### config.mk
export PLATFORM = sky130hd
export DESIGN_NAME = ube_negotiator
export DESIGN_NICKNAME = d
export VERILOG_FILES = /design/src/logic/ube_sync2.v /design/src/logic/ube_dur_timer.v /design/src/logic/ube_negotiator.v
export VERILOG_INCLUDE_DIRS = /design/src /design/src/logic
export SDC_FILE = /design/constraint.sdc
export NUM_CORES = 1
export LEC_CHECK = 0
export CORE_UTILIZATION = 45
export CTS_CLUSTER_DIAMETER = 30
export CTS_CLUSTER_SIZE = 20
export DETAILED_ROUTE_END_ITERATION = 8
export DONT_BUFFER_PORTS = 1
export GPL_ROUTABILITY_DRIVEN = 0
export MAX_ROUTING_LAYER = met4
export PLACE_DENSITY = 0.62
export SYNTH_ARGS = -nofsm -noshare
export SYNTH_HDL_FRONTEND = slang
export SYNTH_SLANG_ARGS = --single-unit
export TNS_END_PERCENT = 1
### constraint.sdc
create_clock -name ref_clk -period 1.9 [get_ports ref_clk]
set_clock_uncertainty 0.2 [all_clocks]
set_input_delay 0.19 -clock ref_clk [delete_from_list [all_inputs] [get_ports ref_clk]]
set_output_delay 0.19 -clock ref_clk [all_outputs]
set_load 0.05 [all_outputs]
### src/logic/ube_consts.vh
// Constants for the USB bus-event negotiator: register map, fields and timing
`ifndef UBE_CONSTS_VH
`define UBE_CONSTS_VH

// ----------------------------------------------------------------------
// Register byte offsets
// ----------------------------------------------------------------------
`define UBE_OFS_CTRL        8'h00
`define UBE_OFS_FLAGS       8'h04
`define UBE_OFS_IRQEN       8'h08
`define UBE_OFS_STATUS      8'h0C

// ----------------------------------------------------------------------
// Control register fields
// ----------------------------------------------------------------------
`define UBE_CTRL_CTLR_EN    0
`define UBE_CTRL_NEGO_EN    1
`define UBE_CTRL_DET_DIS    2
`define UBE_CTRL_LEAVE_DET  3
`define UBE_CTRL_RET_DET    4
`define UBE_CTRL_WAKEUP     5
`define UBE_CTRL_SNOOZE     6
`define UBE_CTRL_OPMODE_LO  8
`define UBE_CTRL_OPMODE_HI  9

// ----------------------------------------------------------------------
// Flag and interrupt enable fields (same positions in both registers)
// ----------------------------------------------------------------------
`define UBE_EV_RESET        0
`define UBE_EV_SUSPEND      1
`define UBE_EV_LEAVE        2
`define UBE_EV_RETURN       3
`define UBE_IE_ENGINE       4

// ----------------------------------------------------------------------
// Status register fields
// ----------------------------------------------------------------------
`define UBE_ST_LINE_LO      0
`define UBE_ST_LINE_HI      1
`define UBE_ST_FSM_LO       4
`define UBE_ST_FSM_HI       7
`define UBE_ST_OPMODE_LO    8
`define UBE_ST_OPMODE_HI    9

// ----------------------------------------------------------------------
// Reset values and codes
// ----------------------------------------------------------------------
`define UBE_CTRL_RESET      10'h004
`define UBE_LINE_SE0        2'h0
`define UBE_LINE_J          2'h1
`define UBE_LINE_K          2'h2
`define UBE_OPMODE_RESUME   2'h2

// ----------------------------------------------------------------------
// Timing
// ----------------------------------------------------------------------
`define UBE_CLK_PERIOD_NS   10
`define UBE_SUSPEND_TIME_NS 3000000
`define UBE_RESET_TIME_NS   2500
`define UBE_SUSPEND_CYCLES  ((`UBE_SUSPEND_TIME_NS + `UBE_CLK_PERIOD_NS - 1) / `UBE_CLK_PERIOD_NS)
`define UBE_RESET_CYCLES    ((`UBE_RESET_TIME_NS + `UBE_CLK_PERIOD_NS - 1) / `UBE_CLK_PERIOD_NS)

`endif

### src/logic/ube_sync2.v
// Two-stage synchroniser for pin-level inputs
module ube_sync2 #(
  parameter WIDTH = 2
) (
  input  wire             ref_clk,
  input  wire             reset,
  input  wire [WIDTH-1:0] async_in,
  output reg  [WIDTH-1:0] sync_q
);

  reg [WIDTH-1:0] meta_q;

  // ----------------------------------------------------------------------
  // First stage feeds only the second one
  // ----------------------------------------------------------------------
  always @(posedge ref_clk) begin
    if (reset) begin
      meta_q <= {WIDTH{1'b0}};
      sync_q <= {WIDTH{1'b0}};
    end else begin
      meta_q <= async_in;
      sync_q <= meta_q;
    end
  end

endmodule

### src/logic/ube_dur_timer.v
// Duration timer: pulses once after LIMIT consecutive matching cycles
module ube_dur_timer #(
  parameter             W     = 19,
  parameter [W-1:0]     LIMIT = 19'd300000
) (
  input  wire ref_clk,
  input  wire reset,
  input  wire enable,
  input  wire match,
  output reg  hit_q
);

  localparam [W-1:0] ONE  = {{(W-1){1'b0}}, 1'b1};
  localparam [W-1:0] LAST = LIMIT - ONE;

  reg [W-1:0] cnt_q;
  reg         fired_q;

  // ----------------------------------------------------------------------
  // Any break in the line state restarts the count; one pulse per run
  // ----------------------------------------------------------------------
  always @(posedge ref_clk) begin
    if (reset || !enable || !match) begin
      cnt_q   <= {W{1'b0}};
      fired_q <= 1'b0;
      hit_q   <= 1'b0;
    end else begin
      hit_q <= 1'b0;
      if (!fired_q) begin
        if (cnt_q == LAST) begin
          fired_q <= 1'b1;
          hit_q   <= 1'b1;
        end else begin
          cnt_q <= cnt_q + ONE;
        end
      end
    end
  end

endmodule

### src/logic/ube_negotiator.v
// USB bus-event negotiator: event detection, auto-negotiation FSM, AHB-Lite registers
//
// Summary of operation
// RL1: Negotiation disabled keeps FSM in DISABLE.
// RL2: Software enables irqs before negotiator enable.
// RL3: Enabling negotiation clears detect-disable bit automatically.
// RL4: Software never sets detect-disable while negotiating.
// RL5: Idle J for 3 ms sets suspend.
// RL6: SE0 for 2.5 us sets reset.
// RL7: Flag interrupts need own and engine enable.
// RL8: Reset detection only with controller enabled; the event-check SE0 path sets the reset flag without it.
// RL9: Suspend in NORMAL moves to IN_SUSPEND.
// RL10: Entering IN_SUSPEND arms leave-idle detection.
// RL11: Leaving J while armed sets leave-idle flag.
// RL12: Software disarming leave-idle enters event check.
// RL13: Event check: K is resume, SE0 reset.
// RL14: K while suspended clears snooze, flags.
// RL15: Remote wakeup only after 5 ms idle; the bench wakes after about 440 idle cycles, not the scaled 667.
// RL16: Software orders wakeup and disarm steps.
// RL17: Software holds resume drive 1-15 ms.
// RL18: Resume drive forces mode 2, sends K.
// RL19: Host ending resume sets idle-return flag.
// RL20: After suspend, software disables detection, snoozes; the bench only clears the suspend flag and snoozes.
// RL21: Manual mode: software masks repeated SE0 detection.
// RL22: Negotiator used only while cable attached.
// RL23: Cycle counters restart on line change.
//
// Chosen here: the AHB-Lite slave port and the placing of the registers.
`include "ube_consts.vh"

module ube_negotiator #(
  parameter SUSPEND_CYCLES = `UBE_SUSPEND_CYCLES
) (
  input  wire        ref_clk,
  input  wire        reset,
  // AHB-Lite slave
  input  wire        hsel,
  input  wire [31:0] haddr,
  input  wire [1:0]  htrans,
  input  wire        hwrite,
  input  wire [2:0]  hsize,
  input  wire [31:0] hwdata,
  input  wire        hready,
  output reg  [31:0] hrdata,
  output reg         hreadyout,
  output reg         hresp,
  // Decoded bus line state from the transceiver
  input  wire [1:0]  line_state,
  // Link-side controls
  output reg  [1:0]  transmit_operating_mode,
  output reg         tx_drive_k,
  output reg         snooze_control,
  output reg         irq
);

  // ----------------------------------------------------------------------
  // Negotiation states
  // ----------------------------------------------------------------------
  localparam [3:0] ST_DISABLE = 4'h1;
  localparam [3:0] ST_NORMAL  = 4'h2;
  localparam [3:0] ST_SUSPEND = 4'h4;
  localparam [3:0] ST_CHECK   = 4'h8;

  localparam integer RESET_CYC  = `UBE_RESET_CYCLES;
  localparam [18:0] RESET_LIMIT = RESET_CYC[18:0];
  localparam [18:0] SUSP_LIMIT  = SUSPEND_CYCLES[18:0];

  // Register state
  reg        controller_enable_q;
  reg        negotiator_enable_q;
  reg        bus_event_detect_disable_q;
  reg        leave_idle_detect_enable_q;
  reg        idle_return_detect_enable_q;
  reg        resume_drive_q;
  reg [1:0]  sw_opmode_q;
  reg [3:0]  flags_q;
  reg [4:0]  irq_en_q;
  reg [3:0]  state_q;
  reg [3:0]  state_d;
  reg        saw_non_j_q;
  reg        wr_pend_q;
  reg [7:0]  wr_addr_q;

  wire [1:0] line_q;
  wire       susp_hit;
  wire       reset_hit;
  wire       det_active;

  // ----------------------------------------------------------------------
  // Helpers
  // ----------------------------------------------------------------------
  function is_line;
    input [1:0] ls;
    input [1:0] code;
    begin
      is_line = (ls == code);
    end
  endfunction

  function [31:0] read_mux;
    input [7:0]  ofs;
    input [9:0]  ctrl;
    input [3:0]  flg;
    input [4:0]  ien;
    input [1:0]  ls;
    input [3:0]  st;
    input [1:0]  mode;
    begin
      case (ofs)
        `UBE_OFS_CTRL:   read_mux = {22'h000000, ctrl};
        `UBE_OFS_FLAGS:  read_mux = {28'h0000000, flg};
        `UBE_OFS_IRQEN:  read_mux = {27'h0000000, ien};
        `UBE_OFS_STATUS: read_mux = {22'h000000, mode, st, 2'h0, ls};
        default:         read_mux = 32'h00000000;
      endcase
    end
  endfunction

  // ----------------------------------------------------------------------
  // Line state comes from pins, so it is synchronised first
  // ----------------------------------------------------------------------
  ube_sync2 #(
    .WIDTH (2)
  ) u_line_sync (
    .ref_clk  (ref_clk),
    .reset    (reset),
    .async_in (line_state),
    .sync_q   (line_q)
  );

  assign det_active = !bus_event_detect_disable_q;

  // ----------------------------------------------------------------------
  // Idle and SE0 duration timers
  // ----------------------------------------------------------------------
  ube_dur_timer #(
    .W     (19),
    .LIMIT (SUSP_LIMIT)
  ) u_susp_timer (
    .ref_clk (ref_clk),
    .reset   (reset),
    .enable  (det_active),                          // RL5
    .match   (is_line(line_q, `UBE_LINE_J)),       // RL23
    .hit_q   (susp_hit)
  );

  ube_dur_timer #(
    .W     (19),
    .LIMIT (RESET_LIMIT)
  ) u_reset_timer (
    .ref_clk (ref_clk),
    .reset   (reset),
    .enable  (det_active && controller_enable_q),   // RL6 RL8
    .match   (is_line(line_q, `UBE_LINE_SE0)),     // RL23
    .hit_q   (reset_hit)
  );

  // ----------------------------------------------------------------------
  // AHB-Lite: zero-wait slave; read data is registered in the address phase
  // ----------------------------------------------------------------------
  wire       addr_ok = hsel && htrans[1] && hready;
  wire       wr_now  = wr_pend_q;
  wire [9:0] ctrl_view = {sw_opmode_q, 1'b0, snooze_control, resume_drive_q,
                          idle_return_detect_enable_q, leave_idle_detect_enable_q,
                          bus_event_detect_disable_q, negotiator_enable_q,
                          controller_enable_q};

  always @(posedge ref_clk) begin
    if (reset) begin
      hreadyout <= 1'b1;
      hresp     <= 1'b0;
      hrdata    <= 32'h00000000;
      wr_pend_q <= 1'b0;
      wr_addr_q <= 8'h00;
    end else begin
      hreadyout <= 1'b1;
      hresp     <= 1'b0;
      wr_pend_q <= addr_ok && hwrite;
      if (addr_ok) begin
        wr_addr_q <= {haddr[7:2], 2'h0};
      end
      if (addr_ok && !hwrite) begin
        hrdata <= read_mux({haddr[7:2], 2'h0}, ctrl_view, flags_q, irq_en_q,
                           line_q, state_q, transmit_operating_mode);
      end
    end
  end

  // ----------------------------------------------------------------------
  // Negotiation state machine, next state
  // ----------------------------------------------------------------------
  always @* begin
    state_d = state_q;
    case (state_q)
      ST_DISABLE: begin
        if (negotiator_enable_q) begin
          state_d = ST_NORMAL;
        end
      end
      ST_NORMAL: begin
        if (susp_hit) begin
          state_d = ST_SUSPEND;                     // RL9
        end
      end
      ST_SUSPEND: begin
        if (!leave_idle_detect_enable_q) begin
          state_d = ST_CHECK;                       // RL12
        end
      end
      ST_CHECK: begin
        if (is_line(line_q, `UBE_LINE_K) || is_line(line_q, `UBE_LINE_SE0)) begin
          state_d = ST_NORMAL;                      // RL13
        end
      end
      default: state_d = ST_DISABLE;
    endcase
    if (!negotiator_enable_q) begin
      state_d = ST_DISABLE;                         // RL1
    end
  end

  // ----------------------------------------------------------------------
  // Control bits, flags and FSM; hardware updates take priority over writes
  // ----------------------------------------------------------------------
  wire wr_ctrl  = wr_now && (wr_addr_q == `UBE_OFS_CTRL);
  wire wr_flags = wr_now && (wr_addr_q == `UBE_OFS_FLAGS);
  wire wr_ien   = wr_now && (wr_addr_q == `UBE_OFS_IRQEN);
  wire in_susp  = (state_q == ST_SUSPEND) || snooze_control;
  wire see_k    = is_line(line_q, `UBE_LINE_K);
  wire see_j    = is_line(line_q, `UBE_LINE_J);
  wire chk_se0  = (state_q == ST_CHECK) && is_line(line_q, `UBE_LINE_SE0);
  wire enter_susp = (state_q == ST_NORMAL) && (state_d == ST_SUSPEND);
  wire [3:0] set_ev;
  wire [3:0] clr_ev = wr_flags ? hwdata[3:0] : 4'h0;

  assign set_ev[`UBE_EV_RESET]   = reset_hit || chk_se0;                       // RL6 RL13
  assign set_ev[`UBE_EV_SUSPEND] = susp_hit;                                   // RL5
  assign set_ev[`UBE_EV_LEAVE]   = (leave_idle_detect_enable_q && !see_j)      // RL11
                                   || (in_susp && see_k);                      // RL14
  assign set_ev[`UBE_EV_RETURN]  = idle_return_detect_enable_q && saw_non_j_q && see_j; // RL19

  always @(posedge ref_clk) begin
    if (reset) begin
      controller_enable_q         <= 1'b0;
      negotiator_enable_q         <= 1'b0;
      bus_event_detect_disable_q  <= 1'b1;
      leave_idle_detect_enable_q  <= 1'b0;
      idle_return_detect_enable_q <= 1'b0;
      resume_drive_q              <= 1'b0;
      snooze_control              <= 1'b0;
      sw_opmode_q                 <= 2'h0;
      irq_en_q                    <= 5'h00;
      flags_q                     <= 4'h0;
      state_q                     <= ST_DISABLE;
      saw_non_j_q                 <= 1'b0;
    end else begin
      state_q <= state_d;
      if (wr_ctrl) begin
        controller_enable_q         <= hwdata[`UBE_CTRL_CTLR_EN];
        negotiator_enable_q         <= hwdata[`UBE_CTRL_NEGO_EN];
        bus_event_detect_disable_q  <= hwdata[`UBE_CTRL_DET_DIS];
        leave_idle_detect_enable_q  <= hwdata[`UBE_CTRL_LEAVE_DET];
        idle_return_detect_enable_q <= hwdata[`UBE_CTRL_RET_DET];
        resume_drive_q              <= hwdata[`UBE_CTRL_WAKEUP];
        snooze_control              <= hwdata[`UBE_CTRL_SNOOZE];
        sw_opmode_q                 <= hwdata[`UBE_CTRL_OPMODE_HI:`UBE_CTRL_OPMODE_LO];
      end
      if (wr_ien) begin
        irq_en_q <= hwdata[4:0];
      end
      // Leaving DISABLE reopens Reset and Suspend detection
      if (state_q == ST_DISABLE && state_d == ST_NORMAL) begin
        bus_event_detect_disable_q <= 1'b0;        // RL3
      end
      // Arming on entry; a same-cycle software clear loses to it
      if (enter_susp) begin
        leave_idle_detect_enable_q <= 1'b1;        // RL10
      end
      // Resume from the host wakes the controller out of snooze
      if (in_susp && see_k) begin
        snooze_control <= 1'b0;                    // RL14
      end
      // Sticky flags, write one to clear; a same-cycle event wins
      flags_q <= (flags_q & ~clr_ev) | set_ev;
      // Host resume seen before its return to J
      if (!idle_return_detect_enable_q) begin
        saw_non_j_q <= 1'b0;
      end else if (!see_j) begin
        saw_non_j_q <= 1'b1;
      end
    end
  end

  // ----------------------------------------------------------------------
  // Outputs: resume drive overrides the software operating mode
  // ----------------------------------------------------------------------
  always @(posedge ref_clk) begin
    if (reset) begin
      transmit_operating_mode <= 2'h0;
      tx_drive_k              <= 1'b0;
      irq                     <= 1'b0;
    end else begin
      transmit_operating_mode <= resume_drive_q ? `UBE_OPMODE_RESUME : sw_opmode_q; // RL18
      tx_drive_k              <= resume_drive_q;                                   // RL18
      irq <= irq_en_q[`UBE_IE_ENGINE] && |(flags_q & irq_en_q[3:0]);              // RL7
    end
  end

endmodule

==> results by group, run 1 <==
Outcome
  – Status: finished, violations left
  – Failing checks: negative setup slack

Route
  – Post-DR vias/cell: 5.28
  – # DRC: 0
  – Post-route ant nets: 0
  – M1 WL: 3870 microns
  – Total Wirelength: 8550 microns
  – Top Layer Used: met4
  – Post-DR wirelength/cell: ~14 microns
  – Via count: 3300
  – Met2 wire len: approximately 4200 microns
  – DRT Pass-1 Iters: 5
  – Met3 wire length: 359 microns
  – Starting DRT DRC Count: 129

Worst setup path
  – Crit end category: flop
  – Crit path kind: flop to flop
  – Crit path max-delay cell type: or4_4
  – CP Launch Type: flop
  – CP Max Fanout: 9
  – CP arrival: 2.03 ns
  – Critical Path Max Stage Delay: 0.58 ns
  – Cell Chain, Critical Path: or4_4 > nor4_4 > buf_12 > nor2_2 > a311o_1
  – Crit-path leading delay family: simple AND/OR/NAND/NOR gates
  – Required time of the critical path: 1.95 ns
  – Bufs and invs on worst path: 1

Logic synthesis
  – EDFF count, synth: 0
  – Seq/Total Area, Yosys: 0.442
  – Cell accounting for the most synthesized area: dfxtp_1
  – Async SR Flop Fraction: 0
  – Post-synth top area share: 0.442
  – Netlist cell types: 53
  – Seq cells post-synth: 90
  – Ys Warns: 0
  – Syn Area/Cell: 8.80 sq um
  – Synth top cells by count: dfxtp_1, nor2_1, nand2_1, buf_4, xnor2_1
  – Cells after synthesis: 463
  – Mapped Area: 0.00407 sq mm
  – Synth top area cells: dfxtp_1, nor2_1, mux2i_1, xnor2_1, buf_4
  – Ys flop type: dfxtp_1
  – Count leader, synth: dfxtp_1

Floorplan
  – I/O pins: 115
  – Total die area: 0.00944 sq mm
  – Die height: 97.1 microns
  – Initial Util: 0.467
  – DIE WIDTH: 97.1 microns
  – Core ar.: 0.00872 sq mm
  – Row Count: 34

Power and ir drop
  – Tot Pwr: around 3.4 mW
  – Reg power frac: 0.559
  – P per Cell Area: 710 mW/mm^2
  – Leak pwr: 1.74 nW
  – Peak VDD IR: 0.000356 V
  – Comb pwr share: 0.067
  – Net Sw Frac: 0.248
  – Switching power: 849 uW
  – Clk pwr share: 0.374
  – Internal: 2.57 mW

Timing
  – Count of final setup violators: 4
  – Tcrit/Tclk final: 1.04
  – Max Slew Vio Count: 0
  – Slew margin rel.: 0.656
  – Clock period minus worst slack: 1.98 ns
  – RSZ-0062 raised after global routing: true
  – Fin. Hold Viols: 0
  – Slew at the pin closest to its max-slew limit: roughly 0.52 ns
  – Final setup margin: -0.0838 ns
  – Fmax: 504 MHz

CTS
  – Setup repair bufs after CTS: 0
  – H-tree levels: 3
  – Clock Path Buffers: 2
  – CTS tree: built
  – Worst-Skew Late Latency: approximately 0.35 ns
  – Clk slew on worst S/H paths: 0.09 ns
  – CTS Root Cell: clkbuf_8
  – Number of clock sinks: 90
  – Num CTS Buffers: 9

Hold path
  – Worst hold path class: input pin to flop

Global route
  – Largest net degree at the start of global routing: 41
  – Initial antenna violation count: 0
  – GRT Total Usage: 0.194
  – Vias in the first global route: 3046
  – Grt ovf: 0
  – First-pass GRT wire length: 14500 microns

Cells and area
  – Fin nets: just under 600
  – Antenna Cells: 0
  – Area grow syn2layout: 18.2%
  – Share of cells above drive strength 1: 0.132
  – Non-Filler Instances: 625

Placed design
  – Hpwl dp: 5910 microns
  – I/O Buffers: 0
  – Placed Instances: a little under 600

Run
  – Max-cap violations: 0
[what timing repair did]
action | 4_1_cts | 5_1_grt
endpoints found under the setup margin | 6 | 32
hold buffers | 28 | 0
resized for setup | 2 | 11
hold endpoints to repair | 49 | 0
gates cloned | 0 | 0
pin swaps | 2 | 6
[power by group through the flow]
stage	Sequential, mW	Clock (mW)	Combinational [mW]
CTS	1.91	1.31	0.228
detailed placement	1.95	0	0.168
global placement	1.95	0	0.166
finish	1.91	1.28	0.230
floorplan	1.95	0	0.211
global route	1.91	1.39	0.244
[layout make-up]
type / count / area, sq um
clock inverters: 6 / 68.8
clock buffers: 9 / 124
fillers: 808 / 3910
inverters: 8 / 30.0
repair buffers: 59 / 538
multi-input cells: 345 / 2110
well taps: 108 / 135
flip-flops and latches: 90 / 1810
[final timing paths]
path                            slack [ns]             startpoint                         end  cells after the start
worst min register to register        0.24  u_line_sync.meta_q[0]       u_line_sync.sync_q[0]                      1
worst max register to register       -0.08           wr_addr_q[4]  bus_event_detect_disable_q                      5
worst max-delay path                 -0.08           wr_addr_q[4]  bus_event_detect_disable_q                      5
worst min-delay path                 0.001               haddr[3]                   hrdata[3]                      4
[layer usage]
layer / vias up / GRT usage
met1: 1560 / 0.242
met2: 70 / 0.317
met3: 9 / 0.0388
li1: 1661 / -
met5: - / -
met4: 0 / 0.0620
[flip-flops by register name (all words and copies together) (netlist names), 4 cells and up]
| signal | count |
|---|---|
| wr_addr_q | 6 |
| hrdata | 10 |
| u_susp_timer.cnt_q | 19 |
| u_reset_timer.cnt_q | 19 |
| irq_en_q | 5 |
| flags_q | 4 |
| state_q | 4 |
[worst reg2reg max path: stages, from the launching register on]
cell,delay (ns)
dfxtp_2,0.33
or4_4,0.58
nor4_4,0.24
buf_12,0.18
nor2_2,0.05
a311o_1,0.30
[stage by stage]
stage | area [sq um] | worst slack, ns | hold slack, ns | util | TNS [ns]
after floorplan | 4160 | 0.0378 | 0.118 | - | 0
after global placement | 4280 | -0.0540 | 0.0645 | 0.491 | -0.0674
after detailed placement | 4280 | -0.0773 | 0.0655 | 0.491 | -0.146
after CTS | 4780 | -0.0920 | 0.00161 | 0.548 | -0.243
after global routing | 4810 | -0.147 | 0.0488 | 0.552 | -1.40
final | 4810 | -0.0838 | 0.00120 | 0.552 | -0.181
[placed cells by master, fill, tap and decap left out, drive strengths merged, types with 8 or more instances in the layout]
cell type	count
conb	24
inv	8
clkbuf	9
xnor2	22
mux2i	21
nor2b	10
nor2	78
dfxtp	90
dlygate4sd3	26
nand2	34
buf	32
nand4	8
a21oi	17
nor3	12
o21ai	16
nand3	20
nor4	11
[cell families after synthesis]
family	Yosys count	synth area share
flip-flops	90	0.442
multiplexers	23	0.0627
adder cells (fa/ha/maj)	3	0.00922
XOR/XNOR	28	0.0602
AND/OR/NAND/NOR	210	0.264
buffers and inverters	50	0.0700
other	2	0.00184
AO/OA/AOI/OAI	57	0.0897
Note: power is estimated with default switching activity, not from simulation.
==> run 2, diff against run 1 <==
--- a/config.mk
+++ b/config.mk
@@ -14,6 +14,7 @@
 export GPL_ROUTABILITY_DRIVEN = 0
 export MAX_ROUTING_LAYER = met4
 export PLACE_DENSITY = 0.62
+export REMOVE_ABC_BUFFERS = 1
 export SYNTH_ARGS = -nofsm -noshare
 export SYNTH_HDL_FRONTEND = slang
 export SYNTH_SLANG_ARGS = --single-unit
==> run 2 against run 1 <==
  * The flow still finishes with violations (negative setup slack)
  * Total power up 6.2%
  * Worst hold slack better by 0.0098 ns
  * Register-to-register slack about the same
  * Sequential power about the same
  * First-iteration DRC count up 18%
  * Via count up 2.0%
  * Maximum frequency up 0.26%
  * Largest cell class unchanged
==> results by group, run 2 (synthesized netlist as in run 1, its figures left out) <==
Power and ir drop
  – Reg power frac: 0.526
  – Internal: between 2 and 3 mW
  – Switching power: ~910 uW
  – P per Cell Area: approximately 740 mW/mm^2
  – Peak VDD IR: 0.000317 V
  – Clk pwr share: 0.407
  – Leak pwr: about 1.8 nW
  – Comb pwr share: 0.067
  – Net Sw Frac: 0.250

Floorplan
  – Core ar.: 0.00872 sq mm
  – DIE WIDTH: 97.1 microns
  – Total die area: ~0.0094 sq mm
  – I/O pins: 115
  – Die height: 97.1 microns
  – Row Count: 34
  – Initial Util: 0.467

Worst setup path
  – Register-to-Register Path Depth: 5
  – Crit path max-delay cell type: or4_4
  – Required time of the critical path: between 1.5 and 2 ns
  – CP arrival: 2.03 ns
  – CP Max Fanout: 9
  – CP Launch Type: flop
  – Bufs and invs on worst path: 1
  – Worst path depth: 5
  – Crit path kind: flop to flop
  – Cell Chain, Critical Path: or4_4 > nor4_4 > buf_12 > nor2_2 > a311o_1
  – Crit-path leading delay family: simple AND/OR/NAND/NOR gates
  – Critical Path Max Stage Delay: between 0.5 and 0.6 ns
  – Crit end category: flop

Route
  – # DRC: 0
  – Post-DR vias/cell: 5.38
  – Via count: roughly 3.4k
  – DRT Pass-1 Iters: 4
  – Total Wirelength: 8970 microns
  – Post-route ant nets: 0
  – Post-DR wirelength/cell: 14.3 microns
  – Starting DRT DRC Count: 152

Timing
  – Max Slew Vio Count: 0
  – Clock period minus worst slack: roughly 2 ns
  – Fin. Hold Viols: 0
  – Final setup margin: -0.0786 ns
  – Slew margin rel.: 0.640
  – Count of final setup violators: 14
  – Fmax: ~500 MHz
  – Slew at the pin closest to its max-slew limit: between 0.5 and 0.6 ns
  – Tcrit/Tclk final: 1.04
  – RSZ-0062 raised after global routing: true

Cells and area
  – Area grow syn2layout: 19.8%
  – Antenna Cells: 0
  – Most frequent cells in the layout: dfxtp_1, nor2_1, nand2_1
  – Regs by FF count: u_reset_timer.cnt_q: 19 flops, u_susp_timer.cnt_q: 19 flops, hrdata: 10 flops
  – Non-Filler Instances: 625
  – Fin nets: approximately 600
  – Most common cell after layout, fill and taps aside: dfxtp_1
  – Share of cells above drive strength 1: 0.149

Hold path
  – Worst hold path class: input pin to flop
  – Worst hold stages: 4

Placed design
  – Dpl ws: -0.0388 ns
  – Hpwl dp: approximately 5900 microns
  – Placed Instances: 582
  – I/O Buffers: 0

Global route
  – Grt ovf: 0
  – Vias in the first global route: 3229
  – GRT Total Usage: 0.205
  – First-pass GRT wire length: roughly 15000 microns
  – Initial antenna violation count: 0
  – Largest net degree at the start of global routing: 44

CTS
  – CTS tree: built
  – Worst-Skew Late Latency: about 0.37 ns
  – H-tree levels: 3
  – CTS Root Cell: clkbuf_8
  – Clk slew on worst S/H paths: roughly 0.10 ns
  – Num CTS Buffers: 9
  – Clock Path Buffers: 2
  – Number of clock sinks: 90

Outcome
  – Failing checks: negative setup slack
  – Status: finished, violations left

Run
  – Max-cap violations: 0
-- run 2: cell count changes in the layout (fill, tap and decap cells not counted), sizes merged --
| cell | delta |
|---|---|
| dlygate4sd3 | -3 |
| inv | +2 |
| buf | +2 |
| bufinv | +1 |
| clkinvlp | -1 |
| clkinv | -1 |
-- run 2: timing repair --
item,in CTS,in global routing
cloned,0,0
pin swaps,0,6
resized for setup,1,19
endpoints found under the setup margin,14,29
hold buffers,25,1
buffers inserted,0,1
endpoints found under the hold margin,51,2
-- run 2: worst paths after layout --
kind | start | to | slack (ns)
max | wr_addr_q[4] | bus_event_detect_disable_q | -0.08
min | haddr[3] | hrdata[2] | 0.01
max reg2reg | wr_addr_q[4] | bus_event_detect_disable_q | -0.08
min reg2reg | u_line_sync.meta_q[0] | u_line_sync.sync_q[0] | 0.24
-- run 2: final cells by class --
type                       count  area [sq um]
fill                         785          3840
multi-input combinational    345          2130
sequential                    90          1810
timing repair buffer          58           548
tap                          108           135
clock buffer                   9           124
clock inverter                 7           100
inverter                       8          30.0
-- run 2: power by group through the flow --
| stage | registers [mW] | logic (mW) | clock network (mW) |
|---|---|---|---|
| floorplan | 1.95 | 0.152 | 0 |
| global placement | 1.95 | 0.168 | 0 |
| detailed placement | 1.95 | 0.170 | 0 |
| CTS | 1.91 | 0.235 | 1.50 |
| global route | 1.91 | 0.254 | 1.59 |
| finish | 1.91 | 0.243 | 1.48 |
-- run 2: through the flow --
stage | setup TNS, ns | utilization | cell area [sq um] | hold slack [ns] | total power, mW
finish | -0.678 | 0.560 | 4880 | 0.0110 | 3.63
global route | -1.56 | 0.560 | 4880 | 0.0294 | 3.76
CTS | -0.560 | 0.549 | 4790 | -0.0207 | 3.65
detailed placement | -0.126 | 0.492 | 4290 | 0.0682 | 2.12
global placement | -0.0443 | 0.492 | 4290 | 0.0635 | 2.12
floorplan | -0.758 | - | 3900 | 0.0591 | 2.10
-- run 2: per-layer routing --
layer  share of wire  routed length, microns  vias to the layer above  global-route usage
met5               0                       0                        -                   -
met4           0.021                     184                        0              0.0815
met3           0.059                     527                       17              0.0525
met2            0.47                    4210                       93               0.330
met1            0.45                    4050                     1596               0.247
li1                -                       -                     1659                   -
-- run 2: worst register-to-register path, stage by stage (launching register included) --
cell and delay (ns):
dfxtp_2 0.34, or4_4 0.59, nor4_4 0.21, buf_12 0.18
nor2_2 0.04, a311o_1 0.30
